$ cat config.mk
export PLATFORM = sky130hd
export DESIGN_NAME = fhc_ctrl
export DESIGN_NICKNAME = d
export VERILOG_FILES = /design/src/hw/fhc_pkg.sv /design/src/hw/fhc_bus_cycle.sv /design/src/hw/fhc_ctrl.sv
export SDC_FILE = /design/constraint.sdc
export NUM_CORES = 1
export LEC_CHECK = 0
export BUFFER_PORTS_ARGS = -buffer_cell sky130_fd_sc_hd__buf_2
export CAP_MARGIN = 20
export CORE_ASPECT_RATIO = 0.9
export CORE_MARGIN = 10
export CORE_UTILIZATION = 57
export CTS_CLUSTER_DIAMETER = 30
export DETAILED_ROUTE_END_ITERATION = 10
export GPL_TIMING_DRIVEN = 0
export PLACE_DENSITY = 0.89
export RECOVER_POWER = 50
export SYNTH_ARGS = -nofsm -noshare
export SYNTH_HDL_FRONTEND = slang
export SYNTH_SLANG_ARGS = --single-unit
export TNS_END_PERCENT = 5
$ cat constraint.sdc
create_clock -name mclk -period 2.9 [get_ports mclk]
set_input_delay 0.29 -clock mclk [delete_from_list [all_inputs] [get_ports mclk]]
set_output_delay 0.29 -clock mclk [all_outputs]
set_load 0.01 [all_outputs]
$ cat src/hw/fhc_pkg.sv
// Summary of operation
// - Main erase is six writes, last 30 at 555; erase starts after rise.
// - Word program is AA@555, 55@AAA, A0@555, then data at target address.
// - Boot lockout is a six-cycle sequence ending 40 written to 555.
// - Next access starts only after end of program is detected or the poll limit is reached.
package fhc_pkg;
    // ----------------------------------------------------------------
    // Timing
    // ----------------------------------------------------------------
    localparam int CLK_NS = 10;
    localparam int T_ACC_NS = 45;
    localparam int T_WE_LOW_NS = 35;
    localparam int T_GLITCH_NS = 15;
    localparam int T_REC_NS = 20;
    localparam logic [7:0] ACC_CYC = 8'((T_ACC_NS + CLK_NS - 1) / CLK_NS);
    localparam logic [7:0] WE_CYC = 8'((T_WE_LOW_NS + CLK_NS - 1) / CLK_NS);
    localparam logic [7:0] REC_CYC = 8'((T_REC_NS + CLK_NS - 1) / CLK_NS);

    // ----------------------------------------------------------------
    // Command codes
    // ----------------------------------------------------------------
    localparam logic [15:0] ADDR_UNLOCK1 = 16'h0555;
    localparam logic [15:0] ADDR_UNLOCK2 = 16'h0AAA;
    localparam logic [15:0] ADDR_ANY = 16'h0000;
    localparam logic [15:0] DAT_UNLOCK1 = 16'h00AA;
    localparam logic [15:0] DAT_UNLOCK2 = 16'h0055;
    localparam logic [15:0] DAT_SETUP = 16'h0080;
    localparam logic [15:0] DAT_CHIP_ERASE = 16'h0010;
    localparam logic [15:0] DAT_MAIN_ERASE = 16'h0030;
    localparam logic [15:0] DAT_PROGRAM = 16'h00A0;
    localparam logic [15:0] DAT_LOCKOUT = 16'h0040;
    localparam logic [15:0] DAT_ID_ENTRY = 16'h0090;
    localparam logic [15:0] DAT_ID_EXIT = 16'h00F0;
    localparam int POLL_BIT = 7;
    localparam int TOGGLE_BIT = 6;
    localparam logic [15:0] ID_LOCK_ADDR = 16'h0002;

    typedef enum logic [2:0] {
        FHC_READ = 3'h0,
        FHC_PROGRAM = 3'h1,
        FHC_CHIP_ERASE = 3'h2,
        FHC_MAIN_ERASE = 3'h3,
        FHC_LOCKOUT = 3'h4,
        FHC_ID_ENTRY = 3'h5,
        FHC_ID_EXIT = 3'h6,
        FHC_ID_EXIT_SHORT = 3'h7
    } fhc_cmd_e;

    typedef struct packed {
        fhc_cmd_e cmd;
        logic [15:0] addr;
        logic [15:0] wdata;
    } fhc_req_s;

    typedef struct packed {
        logic [15:0] rdata;
        logic timeout;
    } fhc_rsp_s;

    typedef struct packed {
        logic chip_sel_n;
        logic out_drive_n;
        logic wr_strobe_n;
        logic [15:0] address_lines;
        logic [15:0] data_lines_out;
        logic data_lines_oe;
    } fhc_pins_s;
endpackage

$ cat src/hw/fhc_bus_cycle.sv
`timescale 1ns/1ps
module fhc_bus_cycle (
    input wire logic mclk,                      // System clock
    input wire logic rst_n,                     // Synchronous reset
    input wire logic start,                     // Begin one bus cycle
    input wire logic is_write,                  // Write cycle when high
    input wire logic [15:0] addr,               // Cycle address
    input wire logic [15:0] wdata,              // Write data
    output logic done,                          // One-cycle end pulse
    output logic [15:0] rdata,                  // Captured read data
    output fhc_pkg::fhc_pins_s pins,            // Flash pin drive
    input wire logic [15:0] data_lines_in       // Flash data lines
);
    typedef enum logic [3:0] {
        B_IDLE = 4'b0001,
        B_SETUP = 4'b0010,
        B_STROBE = 4'b0100,
        B_HOLD = 4'b1000
    } fhc_bstate_e;

    fhc_bstate_e state, next_state;
    logic [7:0] cnt, next_cnt;
    logic wr, next_wr;
    logic [15:0] next_rdata;
    fhc_pkg::fhc_pins_s next_pins;

    always_comb begin
        next_state = state;
        next_cnt = cnt;
        next_wr = wr;
        next_rdata = rdata;
        next_pins = pins;
        done = 1'b0;
        case (state)
            B_IDLE: begin
                if (start) begin
                    // Address and chip select settle before any strobe falls
                    next_wr = is_write;
                    next_pins.address_lines = addr;
                    next_pins.data_lines_out = wdata;
                    next_pins.data_lines_oe = is_write;
                    next_pins.chip_sel_n = 1'b0;
                    next_state = B_SETUP;
                end
            end
            B_SETUP: begin
                // Strobe falls after chip select: device takes address here
                if (wr) begin
                    next_pins.wr_strobe_n = 1'b0;
                    next_cnt = fhc_pkg::WE_CYC;
                end else begin
                    next_pins.out_drive_n = 1'b0;
                    next_cnt = fhc_pkg::ACC_CYC;
                end
                next_state = B_STROBE;
            end
            B_STROBE: begin
                // Strobe low well past the glitch filter width
                if (cnt == 8'h01) begin
                    next_pins.wr_strobe_n = 1'b1;
                    next_pins.out_drive_n = 1'b1;
                    if (!wr) begin
                        next_rdata = data_lines_in;
                    end
                    next_cnt = fhc_pkg::REC_CYC;
                    next_state = B_HOLD;
                end else begin
                    next_cnt = cnt - 8'h01;
                end
            end
            B_HOLD: begin
                // Strobe rose first, data held one more cycle, then release
                next_pins.data_lines_oe = 1'b0;
                next_pins.chip_sel_n = 1'b1;
                if (cnt == 8'h01) begin
                    done = 1'b1;
                    next_state = B_IDLE;
                end else begin
                    next_cnt = cnt - 8'h01;
                end
            end
            default: next_state = B_IDLE;
        endcase
    end

    always_ff @(posedge mclk) begin
        if (!rst_n) begin
            state <= B_IDLE;
            cnt <= 8'h00;
            wr <= 1'b0;
            rdata <= 16'h0000;
            pins <= '{1'b1, 1'b1, 1'b1, 16'h0000, 16'h0000, 1'b0};
        end else begin
            state <= next_state;
            cnt <= next_cnt;
            wr <= next_wr;
            rdata <= next_rdata;
            pins <= next_pins;
        end
    end
endmodule

$ cat src/hw/fhc_ctrl.sv
`timescale 1ns/1ps
module fhc_ctrl #(
    parameter logic [31:0] POLL_LIMIT = 32'h00FFFFFF // Poll reads before timeout
) (
    input wire logic mclk,                      // System clock, 100 MHz
    input wire logic rst_n,                     // Synchronous reset, active low
    input wire logic req_valid,                 // User request offered
    output logic req_ready,                     // Request taken this cycle
    input wire fhc_pkg::fhc_req_s req,          // Command, address, data
    output logic rsp_valid,                     // One-cycle completion pulse
    output fhc_pkg::fhc_rsp_s rsp,              // Read data and timeout flag
    output fhc_pkg::fhc_pins_s pins,            // Flash control, address, data out
    input wire logic [15:0] data_lines_in       // Flash data lines as seen
);
    // ----------------------------------------------------------------
    // Sequencer
    // ----------------------------------------------------------------
    typedef enum logic [4:0] {
        S_IDLE = 5'b00001,
        S_ISSUE = 5'b00010,
        S_WAIT = 5'b00100,
        S_POLL = 5'b01000,
        S_POLL_WAIT = 5'b10000
    } fhc_state_e;

    fhc_state_e state, next_state;
    fhc_pkg::fhc_req_s cur, next_cur;
    logic [2:0] step, next_step;
    logic [31:0] polls, next_polls;
    logic have_prev, next_have_prev;
    logic prev_toggle, next_prev_toggle;
    logic [15:0] next_rdata;
    logic next_timeout;
    logic next_rsp_valid;
    logic bus_start;
    logic bus_write;
    logic [15:0] bus_addr;
    logic [15:0] bus_wdata;
    logic bus_done;
    logic [15:0] bus_rdata;
    logic [2:0] seq_len;
    logic [15:0] step_addr;
    logic [15:0] step_data;
    logic is_erase;

    // Number of bus cycles in each command sequence
    always_comb begin
        case (cur.cmd)
            fhc_pkg::FHC_READ: seq_len = 3'h1;
            fhc_pkg::FHC_PROGRAM: seq_len = 3'h4;
            fhc_pkg::FHC_ID_ENTRY: seq_len = 3'h3;
            fhc_pkg::FHC_ID_EXIT: seq_len = 3'h3;
            fhc_pkg::FHC_ID_EXIT_SHORT: seq_len = 3'h1;
            default: seq_len = 3'h6;
        endcase
    end

    // Address and data of the current step; only low address and data bits
    // carry meaning to the device, the upper ones are driven as zero in command cycles
    always_comb begin
        step_addr = fhc_pkg::ADDR_UNLOCK1;
        step_data = fhc_pkg::DAT_UNLOCK1;
        case (step)
            3'h0: begin
                if (cur.cmd == fhc_pkg::FHC_ID_EXIT_SHORT) begin
                    step_addr = fhc_pkg::ADDR_ANY;
                    step_data = fhc_pkg::DAT_ID_EXIT;
                end else if (cur.cmd == fhc_pkg::FHC_READ) begin
                    step_addr = cur.addr;
                end
            end
            3'h1, 3'h4: begin
                step_addr = fhc_pkg::ADDR_UNLOCK2;
                step_data = fhc_pkg::DAT_UNLOCK2;
            end
            3'h2: begin
                case (cur.cmd)
                    fhc_pkg::FHC_PROGRAM: step_data = fhc_pkg::DAT_PROGRAM;
                    fhc_pkg::FHC_ID_ENTRY: step_data = fhc_pkg::DAT_ID_ENTRY;
                    fhc_pkg::FHC_ID_EXIT: step_data = fhc_pkg::DAT_ID_EXIT;
                    default: step_data = fhc_pkg::DAT_SETUP;
                endcase
            end
            3'h3: begin
                if (cur.cmd == fhc_pkg::FHC_PROGRAM) begin
                    step_addr = cur.addr;
                    step_data = cur.wdata;
                end
            end
            3'h5: begin
                case (cur.cmd)
                    fhc_pkg::FHC_CHIP_ERASE: step_data = fhc_pkg::DAT_CHIP_ERASE;
                    fhc_pkg::FHC_MAIN_ERASE: step_data = fhc_pkg::DAT_MAIN_ERASE;
                    default: step_data = fhc_pkg::DAT_LOCKOUT;
                endcase
            end
            default: step_data = fhc_pkg::DAT_UNLOCK1;
        endcase
    end

    assign is_erase = (cur.cmd == fhc_pkg::FHC_CHIP_ERASE) ||
        (cur.cmd == fhc_pkg::FHC_MAIN_ERASE) || (cur.cmd == fhc_pkg::FHC_LOCKOUT);
    assign req_ready = (state == S_IDLE);

    always_comb begin
        next_state = state;
        next_cur = cur;
        next_step = step;
        next_polls = polls;
        next_have_prev = have_prev;
        next_prev_toggle = prev_toggle;
        next_rdata = rsp.rdata;
        next_timeout = rsp.timeout;
        next_rsp_valid = 1'b0;
        bus_start = 1'b0;
        bus_write = 1'b0;
        bus_addr = step_addr;
        bus_wdata = step_data;
        case (state)
            S_IDLE: begin
                if (req_valid) begin
                    next_cur = req;
                    next_step = 3'h0;
                    next_timeout = 1'b0;
                    next_state = S_ISSUE;
                end
            end
            S_ISSUE: begin
                bus_start = 1'b1;
                bus_write = (cur.cmd != fhc_pkg::FHC_READ);
                next_state = S_WAIT;
            end
            S_WAIT: begin
                if (bus_done) begin
                    if (cur.cmd == fhc_pkg::FHC_READ) begin
                        next_rdata = bus_rdata;
                        next_rsp_valid = 1'b1;
                        next_state = S_IDLE;
                    end else if (step != seq_len - 3'h1) begin
                        next_step = step + 3'h1;
                        next_state = S_ISSUE;
                    end else if (cur.cmd == fhc_pkg::FHC_PROGRAM || is_erase) begin
                        // Device times the operation itself; only watch it
                        next_polls = 32'h0;
                        next_have_prev = 1'b0;
                        next_state = S_POLL;
                    end else begin
                        next_rsp_valid = 1'b1;
                        next_state = S_IDLE;
                    end
                end
            end
            S_POLL: begin
                // Program polls the loaded word, erase any word
                bus_start = 1'b1;
                bus_addr = (cur.cmd == fhc_pkg::FHC_PROGRAM) ? cur.addr : fhc_pkg::ADDR_ANY;
                next_state = S_POLL_WAIT;
            end
            S_POLL_WAIT: begin
                if (bus_done) begin
                    next_polls = polls + 32'h1;
                    next_have_prev = 1'b1;
                    next_prev_toggle = bus_rdata[fhc_pkg::TOGGLE_BIT];
                    // Program ends when bit 7 is true again; a locked boot
                    // word may never match, so the toggle bit also ends it
                    if ((cur.cmd == fhc_pkg::FHC_PROGRAM &&
                         bus_rdata[fhc_pkg::POLL_BIT] == cur.wdata[fhc_pkg::POLL_BIT]) ||
                        (have_prev &&
                         bus_rdata[fhc_pkg::TOGGLE_BIT] == prev_toggle)) begin
                        next_rdata = bus_rdata;
                        next_rsp_valid = 1'b1;
                        next_state = S_IDLE;
                    end else if (polls == POLL_LIMIT) begin
                        next_rdata = bus_rdata;
                        next_timeout = 1'b1;
                        next_rsp_valid = 1'b1;
                        next_state = S_IDLE;
                    end else begin
                        next_state = S_POLL;
                    end
                end
            end
            default: next_state = S_IDLE;
        endcase
    end

    always_ff @(posedge mclk) begin
        if (!rst_n) begin
            state <= S_IDLE;
            cur <= '{fhc_pkg::FHC_READ, 16'h0000, 16'h0000};
            step <= 3'h0;
            polls <= 32'h0;
            have_prev <= 1'b0;
            prev_toggle <= 1'b0;
            rsp <= '{16'h0000, 1'b0};
            rsp_valid <= 1'b0;
        end else begin
            state <= next_state;
            cur <= next_cur;
            step <= next_step;
            polls <= next_polls;
            have_prev <= next_have_prev;
            prev_toggle <= next_prev_toggle;
            rsp <= '{next_rdata, next_timeout};
            rsp_valid <= next_rsp_valid;
        end
    end

    // ----------------------------------------------------------------
    // Pin timing
    // ----------------------------------------------------------------
    fhc_bus_cycle u_bus (
        .mclk(mclk),
        .rst_n(rst_n),
        .start(bus_start),
        .is_write(bus_write),
        .addr(bus_addr),
        .wdata(bus_wdata),
        .done(bus_done),
        .rdata(bus_rdata),
        .pins(pins),
        .data_lines_in(data_lines_in)
    );
endmodule

# == Yosys cells after proc, flatten, opt, wreduce, memory -nomap -nowiden ==
# Cells that the tools add are included.
# classes
addsub,4
multipliers,0
div_mod_pow,0
order_cmp,0
n_eq_ne,43
shift,0
mux,77
bitwise_logic,1
n_reduce_logical,33
# ops
op,count
$mux 16,11
$mux 32,5
$pmux 16 s5,1
$pmux 32 s2,1
$pmux 16 s3,1
$add 32x1->32 const B,1
$eq 32x24->1 const B,1
$mux 4,8
$pmux 16 s2,1
$ne 2x2->1 const B,13
$mux 1,25
$pmux 5 s5,1
$pmux 8 s3,1
$pmux 7 s3,1
$eq 3x3->1 const B,6
$mux 8,2
$pmux 4 s4,1
$mux 5,3
$reduce_and 3->1,5
$reduce_and 5->1,3
$pmux 7 s2,1
$eq 3x2->1 const B,4
$mux 3,4
$pmux 1 s2,5
other kinds (32),53
# word_totals
ff_bits,160
latch_bits,0
ramBits,0
romBits,0
in_bits,54
output_inout_bits,55
elab_cells,179
memories,0

# == Longest topological paths before layout ==
# Gate-level depths: netlist (run 1).
# logic_depth
depth_word,9
mapped_depth,9
ltp_nobuf,7

# == By module ==
# Synthesis (run 1) repeated with hierarchy kept, for this count alone.
# hier_totals
cells_unflattened,996
area_unflattened_um2,7976.4
# modules_own_cells
module,instances,cells_per_inst,area_each_um2,seq_area_each_um2
fhc_ctrl,1,668,5161.2,1901.8
fhc_bus_cycle,1,328,2815.2,1301.2

# == Worst setup path before layout (run 1) ==
# Ideal clock, no wire load.
# synth_path
path_kind,register -> register
start,register u_bus.cnt[0]
end,register u_bus.rdata[15]
setup_ps,128
arrival_ps,2123
required_ps,2772
slack_ps,650
stages_incl_launch_ff,8
n_path_buf,1
synth_period_minus_slack_ps,2250
path_cell_list,dfxtp_1 ha_1 or3b_2 or3_4 nor2_4 buf_6 mux2i_1 nor2_1
# synth_between
elab_chain_cells,2
# synth_lines
item,line_no,text
from (decl),fhc_bus_cycle.sv:22,"logic [7:0] cnt, next_cnt;"
from (signal assigned),fhc_bus_cycle.sv:95,cnt <= next_cnt;
$eq 8x1->1,fhc_bus_cycle.sv:59,if (cnt == 8'h01) begin
$reduce_and 3->1 (no line),-,
to (signal assigned),fhc_bus_cycle.sv:97,rdata <= next_rdata;
to (decl),fhc_bus_cycle.sv:10,"output logic [15:0] rdata,"
# No other way between the ends.
# A chain may end at the register's enable or synchronous reset.

# == Worst setup path after layout (run 1) ==
# layout_path
start,register polls[5]
end,register rsp[8] in the netlist's numbering
# layout_between
elab_chain_cells,3
# layout_lines
item,line_no,text
from (decl),fhc_ctrl.sv:29,"logic [31:0] polls, next_polls;"
from (signal assigned),fhc_ctrl.sv:201,polls <= next_polls;
$eq 32x24->1,fhc_ctrl.sv:173,end else if (polls == POLL_LIMIT) begin
$ne 3x3->1 (no line),-,
$reduce_and 5->1 (no line),-,
to (signal assigned),fhc_ctrl.sv:195,"rsp <= '{16'h0000, 1'b0};"
to (signal assigned),fhc_ctrl.sv:204,"rsp <= '{next_rdata, next_timeout};"
to (decl),fhc_ctrl.sv:11,"output fhc_pkg::fhc_rsp_s rsp,"
# No other way between the ends.

==> metrics.log, run 1 <==
[metrics] ant diodes: 0
[metrics] net count after synthesis: between 900 and 1000
[metrics] CTS sink count: 160
[metrics] number of max-slew violations in the final report: 0
[metrics] remaining design rule violation count: 0
[metrics] number of global-route vias before repair: slightly above 7000
[metrics] path type of the worst setup path: flip-flop to flip-flop
[metrics] TritonCTS clock tree: done
[metrics] Worst setup EP type: flip-flop
[metrics] number of flops mapped to enable cells by yosys: 0
[metrics] number of top-level pins: 109
[metrics] PD cells: a little under 700 nW/um^2
[metrics] fill cell total of the finished layout: 1017
[metrics] cell accounting for the most synthesized area: dfxtp_1
[metrics] hold buffer count at CTS: 0
[metrics] IO Port Bufs: roughly 110
[metrics] summed negative setup slack over all endpoints: 0 ns
[metrics] Wirelength per Cell: about 18 microns
[metrics] number of gates resized after cts: 0
[metrics] Critical Path Source Type: flip-flop
[metrics] dominant combinational cell family by area after synthesis: simple AND/OR/NAND/NOR gates
[metrics] slowest stage cell, crit path: nor4_2
[metrics] initial antenna violation count: 0
[metrics] share of synthesized cell area in full adder, half adder and majority cells: 0.0134
[metrics] leading cell types in the layout, fill and taps excluded: 166 x nand2_1, 160 x dfxtp_1, 99 x clkbuf_1
[metrics] iteration-0 DRC count of the detailed router: ~1100
[metrics] count of endpoints failing hold in the final timing report: 0
[metrics] Min-Delay Path Class: primary input to flip-flop
[metrics] dominant cells by area after synthesis: dfxtp_1 43%, nand2_1 8.3%, a21oi_1 5.2%, mux2i_1 4.7%, nor2_1 3.7%
[metrics] level count of the clock H-tree: 4
[metrics] GP Congestion: between 0.9 and 1
[metrics] RSZ-0062 raised after global routing: false
[metrics] Layout Nets: 1091
[metrics] number of buffers inserted during clock tree synthesis: 17
[metrics] die outline width: 141 microns
[metrics] Vias: approximately 7500
[metrics] count of nets left with antenna violations after detail routing: 0
[metrics] post-route fraction of the period consumed by the critical path: 0.968
[metrics] First-pass DRT Iterations: 10
[metrics] initial cell density of the core: 0.585
[metrics] Overall Power: about 6 mW
[metrics] share of the synthesized area in the top cell type: 0.429
[metrics] final cell count without fillers: ~1200
[metrics] clock edge transition at the registers on the reported setup and hold paths: about 0.07 ns
[metrics] fraction of synthesized area in multiplexers: 0.0514
[metrics] highest ir drop seen on vdd: between 0.6 and 0.7 mV
[metrics] maximum number of pins on one net before global-route repair: 17
[metrics] number of setup buffers added after CTS: 0
[metrics] synthesized-area fraction occupied by xor and xnor cells: 0.0152
[metrics] Die Y-Extent: 129 microns
[metrics] simple-gate portion of the synthesized area: 0.260
[metrics] distinct cell type count after synthesis: 80
[metrics] final period demand of the worst path: between 2 and 3 ns
[metrics] register area share after synthesis: 0.429
[metrics] Slew HR: 0.281
[metrics] pin slew with the least headroom to its limit: between 1 and 1.5 ns
[metrics] delay of the slowest cell on the worst path: 0.63 ns
[metrics] ys async rst share: 0
[metrics] static leakage: about 3.1 nW
[metrics] Detailed Place HPWL: between 10000 and 15000 microns
[metrics] area inside the core boundary: 12800 sq um
[metrics] largest driver fanout on the critical path: 10
[metrics] worst clock skew: 0.0122 ns
[metrics] final number of setup-violating endpoints: 0
[metrics] number of warning messages in the yosys log: 0
[metrics] fraction of the mapped netlist area in compound gates: 0.186
[metrics] number of max-cap violations: 0
[metrics] leading register cell type out of synthesis: dfxtp_1
[metrics] most common library cell in the layout ignoring fill and taps: nand2_1
[metrics] critical path required time: about 3.3 ns
[metrics] deepest clock path buffer count: 2
[metrics] placed instance count: roughly 1200
[metrics] share of post-route cells with drive strength above 1: 0.119
[metrics] Row Count: 39
[metrics] Arr. time, crit path: 3.17 ns
[metrics] FF+latch count, synth: 160
[metrics] CP Cell Sequence: nand4_2, nor4_2, a31oi_1, a21oi_4, buf_4, mux2i_1
[metrics] synth-to-layout area growth: 18.0%
[metrics] global-route wire length before repair: approximately 35000 microns
[metrics] DRT Wirelength: roughly 22000 microns
[metrics] FMAX: approximately 360 MHz
[metrics] total routing resource utilization after global routing: 0.234
[metrics] synthesized area divided by synthesized cell count: slightly above 8 sq um
[metrics] Syn Inst Count: between 900 and 1000
[metrics] total congestion overflow: 0
[metrics] clock tree root driver cell: clkbuf_16
[metrics] routed vias/inst: a little over 6
[metrics] status: complete, no violations
[metrics] Clock Latency Late Sink: roughly 0.43 ns
[metrics] area of the mapped netlist: between 7000 and 8000 sq um
[metrics] area of the die: 18100 sq um
-- report_power, final --
group	total, mW	internal (mW)	leakage [nW]	switching [mW]
clock	2.60	1.67	0.334	0.938
combinational	0.987	0.325	1.52	0.662
sequential	2.42	2.34	1.29	0.0833
-- cell families (layout without fill, tap and decap cells) --
group	after synthesis	after routing
AO/OA/AOI/OAI	209	209
XOR/XNOR	13	13
multiplexers	38	38
flip-flops	160	160
adder cells (fa/ha/maj)	8	8
buffers and inverters	77	216
AND/OR/NAND/NOR	397	397
-- metrics by stage --
step	setup slack [ns]	instance area (sq um)	hold WS, ns	util
2_1_floorplan	0.650	7470	0.426	-
3_3_place_gp	0.314	8210	0.435	0.642
3_5_place_dp	0.225	8210	0.443	0.642
4_1_cts	0.194	8900	0.0928	0.696
5_1_grt	0.0175	8820	0.106	0.690
6_report	0.0914	8820	0.0930	0.690
-- registers in the layout, summed over array words and instances (netlist names), 3 cells and up --
name,cells
u_bus.pins,36
cur,35
polls,32
rsp,17
u_bus.rdata,16
u_bus.cnt,8
state,5
u_bus.state,4
step,3
-- routing by layer --
layer / part of all wire / vias to the layer above / wire, microns / global-route usage
met5: 0 / - / 0 / 0
met4: 0.032 / 0 / 704 / 0.107
met3: 0.090 / 81 / 1990 / 0.0596
met2: 0.47 / 425 / 10300 / 0.375
met1: 0.41 / 3506 / 9030 / 0.292
li1: - / 3471 / - / -
-- cells in the mapped netlist (all sizes together) (3+ instances only) --
library cell	number
nand2	166
dfxtp	160
a21oi	78
nor2	76
nand3	46
clkbuf	41
mux2i	35
o21ai	28
buf	19
nor4	18
inv	17
a31oi	15
o211ai	15
nor3	14
nand4	12
or4	12
a211oi	10
a22oi	10
o21bai	9
ha	8
nor2b	8
or3	8
and2	7
and3	7
xor2	7
a22o	6
xnor2	6
nand2b	5
o22ai	4
or4b	4
a21o	3
mux2	3
nor3b	3
o211a	3
o2bb2ai	3
o311ai	3
or3b	3
-- area by class of cell --
type,count,area [sq um],area share
Clock buffer,19,453,0.0514
Buffer,60,274,0.0311
Timing Repair Buffer,108,472,0.0535
Sequential cell,160,3200,0.363
Multi-Input combinational cell,665,3920,0.444
Clock inverter,12,229,0.0260
Tap cell,164,205,0.0233
Inverter,17,63.8,0.00724
-- worst paths after layout --
kind | from | to | slack (ns) | cells after the start
hold / removal | data_lines_in[5] | u_bus.rdata[5] | 0.09 | 3
setup reg to reg | polls[5] | rsp[8] | 0.09 | 6
setup / recovery | polls[5] | rsp[8] | 0.09 | 6
hold reg to reg | u_bus.rdata[3] | rsp[4] | 0.45 | 2
-- critical path: cells and delay by family, from the launching register on --
kind	cells	cell delay [ns]
flip-flops	1	0.46
buffers and inverters	1	0.30
AO/OA/AOI/OAI	2	0.83
multiplexers	1	0.23
AND/OR/NAND/NOR	2	0.90
No activity file was read; power rests on OpenSTA's default activity.
==> run 2: changes to the inputs <==
PLACE_DENSITY = 0.79   (was 0.89)
==> run 2 against run 1 <==
Critical path depth increased by 1. Largest cell class unchanged. Sequential share of layout area rose by 0.052 points. Highest routed layer unchanged. Via count shrank 4.1%. Combinational power fell by 0.7%. First-iteration DRC count decreased by 31%. Setup slack improved by 0.18 ns. Core utilization fell by 0.098 points. Largest power group unchanged. Sequential power hardly changed.
==> metrics.log, run 2 (synthesized netlist as in run 1, its figures left out) <==
[metrics] worst clock skew: between 0.007 and 0.008 ns
[metrics] final number of setup-violating endpoints: 0
[metrics] Wirelength per Cell: ~17 microns
[metrics] most common library cell in the layout ignoring fill and taps: nand2_1
[metrics] final period demand of the worst path: between 2 and 3 ns
[metrics] startpoint of the lowest-slack hold path: req[21]
[metrics] RSZ-0062 raised after global routing: false
[metrics] largest driver fanout on the critical path: 10
[metrics] area of the die: between 15000 and 20000 sq um
[metrics] GP Congestion: 0.894
[metrics] remaining design rule violation count: 0
[metrics] critical path required time: between 3 and 4 ns
[metrics] count of endpoints failing hold in the final timing report: 0
[metrics] clock edge transition at the registers on the reported setup and hold paths: 0.07 ns
[metrics] number of global-route vias before repair: between 6000 and 7000
[metrics] area of combinational cells with multiple inputs: just under 4000 sq um
[metrics] count of nets left with antenna violations after detail routing: 0
[metrics] Slew HR: 0.346
[metrics] number of max-slew violations in the final report: 0
[metrics] register name with the most flops: u_bus.pins
[metrics] Clock Latency Late Sink: approximately 0.42 ns
[metrics] final cell count without fillers: ~1200
[metrics] Arr. time, crit path: around 3.0 ns
[metrics] number of max-cap violations: 0
[metrics] R2R setup slack: approximately 0.27 ns
[metrics] total congestion overflow: 0
[metrics] ant diodes: 0
[metrics] First-pass DRT Iterations: 5
[metrics] static leakage: between 3 and 4 nW
[metrics] global-route wire length before repair: around 34000 microns
[metrics] share of post-route cells with drive strength above 1: 0.119
[metrics] Min-Delay Path Class: primary input to flip-flop
[metrics] synth-to-layout area growth: 17.8%
[metrics] flip-flop count of the largest register after layout: 36
[metrics] iteration-0 DRC count of the detailed router: 761
[metrics] CTS sink count: 160
[metrics] area of all sequential standard cells: ~3200 sq um
[metrics] Row Count: 39
[metrics] Detailed Place HPWL: between 10000 and 15000 microns
[metrics] Layout Nets: around 1100
[metrics] FMAX: 381 MHz
[metrics] IO Port Bufs: 107
[metrics] Vias: approximately 7200
[metrics] level count of the clock H-tree: 4
[metrics] initial antenna violation count: 0
[metrics] number of buffers inserted during clock tree synthesis: 17
[metrics] maximum number of pins on one net before global-route repair: 17
[metrics] highest ir drop seen on vdd: ~0.58 mV
[metrics] area inside the core boundary: roughly 13000 sq um
[metrics] initial cell density of the core: 0.585
[metrics] number of top-level pins: between 100 and 150
[metrics] pin slew with the least headroom to its limit: ~0.98 ns
[metrics] Die Y-Extent: about 130 microns
[metrics] clock tree root driver cell: clkbuf_16
[metrics] routed vias/inst: 5.96
[metrics] leading cell types in the layout, fill and taps excluded: 166 x nand2_1, 160 x dfxtp_1, 99 x clkbuf_1
[metrics] post-route fraction of the period consumed by the critical path: 0.906
[metrics] status: complete, no violations
[metrics] reg2reg end: rsp[11]
[metrics] deepest clock path buffer count: 2
[metrics] hold buffer count at CTS: 0
[metrics] die outline width: 141 microns
[metrics] reg2reg path depth: 7
[metrics] launch point of the worst reg-to-reg path: polls[0]
[metrics] placed instance count: roughly 1200
[metrics] Critical Path Source Type: flip-flop
[metrics] Min-Delay Path Depth: 3
[metrics] Worst setup EP type: flip-flop
[metrics] total routing resource utilization after global routing: 0.223
[metrics] PD cells: roughly 670 nW/um^2
[metrics] fill cell total of the finished layout: between 1000 and 1500
[metrics] sink of the worst hold path: cur[21]
[metrics] summed negative setup slack over all endpoints: 0 ns
[metrics] path type of the worst setup path: flip-flop to flip-flop
[metrics] TritonCTS clock tree: done
[metrics] DRT Wirelength: around 21000 microns
[metrics] registers with the most flip-flops: u_bus.pins x36, cur x35, polls x32
-- run 2: changes by cell type in the layout (fill, tap and decap cells not counted), sizes merged --
cell	before	now
clkinv	3	2
clkbuf	119	118
bufinv	6	5
buf	68	70
clkinvlp	0	1
-- run 2: final cells by class --
type / instances / area share
flip-flops and latches: 160 / 0.364
clock buffers: 20 / 0.0519
well taps: 164 / 0.0233
multi-input cells: 665 / 0.447
repair buffers: 108 / 0.0534
clock inverters: 11 / 0.0229
plain buffers: 60 / 0.0310
inverters: 17 / 0.00725
-- run 2: worst max-delay path by stage --
stage / cells after the start / end / from / slack, ns
2_1_floorplan: 7 / u_bus.rdata[15] / u_bus.cnt[0] / 0.65
3_3_place_gp: 7 / rsp[13] / polls[0] / 0.26
3_5_place_dp: 7 / rsp[11] / polls[0] / 0.18
4_1_cts: 7 / rsp[11] / polls[0] / 0.11
5_1_grt: 7 / u_bus.pins[29] / step[1] / 0.12
6_report: 7 / rsp[11] / polls[0] / 0.27
-- run 2: metal layers --
metal / track usage / vias up / share of wire
met2: 0.347 / 294 / 0.45
met4: 0.0576 / 0 / 0.014
li1: - / 3476 / -
met1: 0.296 / 3375 / 0.46
met3: 0.0666 / 31 / 0.082
met5: 0 / - / 0
-- run 2: timing repair --
action                                  in CTS  in global routing
buffers inserted                             0                  0
endpoints found under the setup margin       0                  8
gates resized for setup                      0                  1
-- run 2: stage by stage --
step                 util  hold slack, ns  setup WS, ns  total power, mW  area, sq um
floorplan               -           0.426         0.650             3.11         7470
global placement    0.642           0.435         0.260             3.41         8210
detailed placement  0.643           0.443         0.180             3.43         8220
CTS                 0.694          0.0972         0.109             5.90         8880
global route        0.689          0.0977         0.115             6.12         8810
finish              0.689           0.102         0.272             5.89         8810
-- run 2: report_power, final --
group | switching [mW] | internal (mW)
Combinational | 0.655 | 0.325
Sequential | 0.0737 | 2.34
Clock | 0.916 | 1.58
Total | 1.64 | 4.25
-- run 2: worst max-delay path, cell delays in order, from the launching register on --
cell     delay [ns]
dfxtp_1        0.43
ha_1           0.26
nand4_1        0.19
nor4_4         0.39
a31oi_1        0.33
a21oi_4        0.41
buf_4          0.30
mux2i_1        0.23
==> run 3: changes to the inputs <==
RECOVER_POWER = 25   (was 50)
SLEW_MARGIN = 5   (was not set)
==> run 3 against run 2 <==
Maximum frequency is 0.18% higher. Die area stayed put. Sequential cell count stayed put. Clock skew is 0.0017 ns higher. Final area is 0.13% higher. First-iteration DRC count is 1.7% lower. Total power is 0.15% lower. Final cell count stayed put.
==> metrics.log, run 3 (synthesized netlist as in run 1, its figures left out) <==
[metrics] status: complete, no violations
[metrics] ant diodes: 0
[metrics] PD cells: roughly 670 nW/um^2
[metrics] Worst setup EP type: flip-flop
[metrics] maximum number of pins on one net before global-route repair: 17
[metrics] initial cell density of the core: 0.585
[metrics] post-route fraction of the period consumed by the critical path: 0.904
[metrics] critical path required time: 3.24 ns
[metrics] Layout Nets: 1091
[metrics] share of post-route cells with drive strength above 1: 0.123
[metrics] initial antenna violation count: 0
[metrics] RSZ-0062 raised after global routing: false
[metrics] total routing resource utilization after global routing: 0.223
[metrics] worst clock skew: between 0.009 and 0.01 ns
[metrics] Clock Latency Late Sink: 0.42 ns
[metrics] Slew HR: 0.338
[metrics] deepest clock path buffer count: 2
[metrics] hold buffer count at CTS: 0
[metrics] total congestion overflow: 0
[metrics] Overall Power: ~5.9 mW
[metrics] number of gates resized after cts: 0
[metrics] path type of the worst setup path: flip-flop to flip-flop
[metrics] area of combinational cells with multiple inputs: roughly 3900 sq um
[metrics] level count of the clock H-tree: 4
[metrics] most common library cell in the layout ignoring fill and taps: nand2_1
[metrics] number of max-cap violations: 0
[metrics] leading cell types in the layout, fill and taps excluded: 166 x nand2_1, 160 x dfxtp_1, 95 x clkbuf_1
[metrics] Row Count: 39
[metrics] iteration-0 DRC count of the detailed router: 748
[metrics] origin of the worst setup path: polls[0]
[metrics] Top Family by Delay on Critical Path: compound AO/OA/AOI/OAI gates
[metrics] startpoint of the lowest-slack hold path: req[17]
[metrics] count of endpoints failing hold in the final timing report: 0
[metrics] count of nets left with antenna violations after detail routing: 0
[metrics] pin slew with the least headroom to its limit: between 0.9 and 1 ns
[metrics] slowest stage cell, crit path: dfxtp_1
[metrics] number of max-slew violations in the final report: 0
[metrics] clock edge transition at the registers on the reported setup and hold paths: about 0.07 ns
[metrics] uppermost layer routed: met4
[metrics] flip-flop count of the largest register after layout: 36
[metrics] fill cell total of the finished layout: between 1000 and 1500
[metrics] final number of setup-violating endpoints: 0
[metrics] largest driver fanout on the critical path: 10
[metrics] area of the die: 18100 sq um
[metrics] area of all sequential standard cells: 3200 sq um
[metrics] Arr. time, crit path: slightly below 3 ns
[metrics] TritonCTS clock tree: done
[metrics] launch point of the worst reg-to-reg path: polls[0]
[metrics] die outline width: ~140 microns
[metrics] static leakage: 3.16 nW
[metrics] global-route wire length before repair: roughly 34000 microns
[metrics] summed negative setup slack over all endpoints: 0 ns
[metrics] count of buffering cells on the critical path with inverters included: 1
[metrics] FMAX: 381 MHz
[metrics] Vias: 7179
[metrics] Detailed Place HPWL: 14700 microns
[metrics] Die Y-Extent: 129 microns
[metrics] area post-placement: 8220 sq um
[metrics] number of global-route vias before repair: between 6000 and 7000
[metrics] registers with the most flip-flops: u_bus.pins x36, cur x35, polls x32
[metrics] number of buffers inserted during clock tree synthesis: 17
[metrics] final period demand of the worst path: roughly 2.6 ns
[metrics] sum of met2 wire segment lengths after detailed routing: ~9200 microns
[metrics] synth-to-layout area growth: 18.0%
[metrics] area inside the core boundary: 12800 sq um
[metrics] Min-Delay Path Class: primary input to flip-flop
[metrics] highest ir drop seen on vdd: 0.582 mV
[metrics] clock tree root driver cell: clkbuf_16
[metrics] IO Port Bufs: 107
[metrics] number of setup buffers added after CTS: 0
[metrics] CP Cell Sequence: ha_1, nand4_1, nor4_4, a31oi_1, a21oi_4, buf_4, mux2i_1
[metrics] Finished Core Util: 0.690
[metrics] routed vias/inst: ~6
[metrics] delay of the slowest cell on the worst path: about 0.43 ns
[metrics] met3 WL: between 1500 and 2000 microns
[metrics] GP Congestion: slightly below 0.9
[metrics] CTS sink count: 160
[metrics] remaining design rule violation count: 0
[metrics] Layout Cell Area excl Fill: about 8800 sq um
[metrics] register name with the most flops: u_bus.pins
[metrics] number of top-level pins: 109
[metrics] DRT Wirelength: just over 20000 microns
[metrics] Wirelength per Cell: 17.1 microns
[metrics] Post-Route M1 WL: between 9000 and 10000 microns
[metrics] Critical Path Source Type: flip-flop
[metrics] First-pass DRT Iterations: 6
-- run 3: final cells by class --
cell class              instances  area share
inverters                      17     0.00724
clock inverters                11      0.0228
well taps                     164      0.0233
multi-input cells             665       0.447
flip-flops and latches        160       0.363
plain buffers                  60      0.0314
clock buffers                  20      0.0518
repair buffers                108      0.0536
-- run 3: worst paths after layout --
path / end / cells past startpoint / slack, ns
setup / recovery: rsp[11] / 7 / 0.28
hold / removal: cur[17] / 3 / 0.10
setup reg to reg: rsp[11] / 7 / 0.28
hold reg to reg: cur[25] / 2 / 0.45
-- run 3: per-layer routing --
layer,vias to the layer above,track usage
li1,3483,-
met1,3342,0.296
met2,323,0.347
met3,31,0.0666
met4,0,0.0576
met5,-,0
-- run 3: worst min-delay path: cells and delay by family --
family / cells / cell delay [ns]
simple gates: 1 / 0.05
buf+inv: 1 / 0.09
compound gates: 1 / 0.05
-- run 3: through the flow --
step	hold WS [ns]	worst slack, ns	std cells
finish	0.104	0.277	1205
global route	0.0977	0.115	1205
CTS	0.0972	0.109	1205
detailed placement	0.443	0.180	1174
global placement	0.435	0.260	1173
floorplan	0.426	0.650	902
-- run 3: power by group --
group	leakage, nW	internal (mW)	total (mW)	switching [mW]
Combinational	1.55	0.329	0.981	0.652
Clock	0.318	1.58	2.49	0.906
Sequential	1.29	2.34	2.41	0.0744
Total	3.16	4.25	5.88	1.63
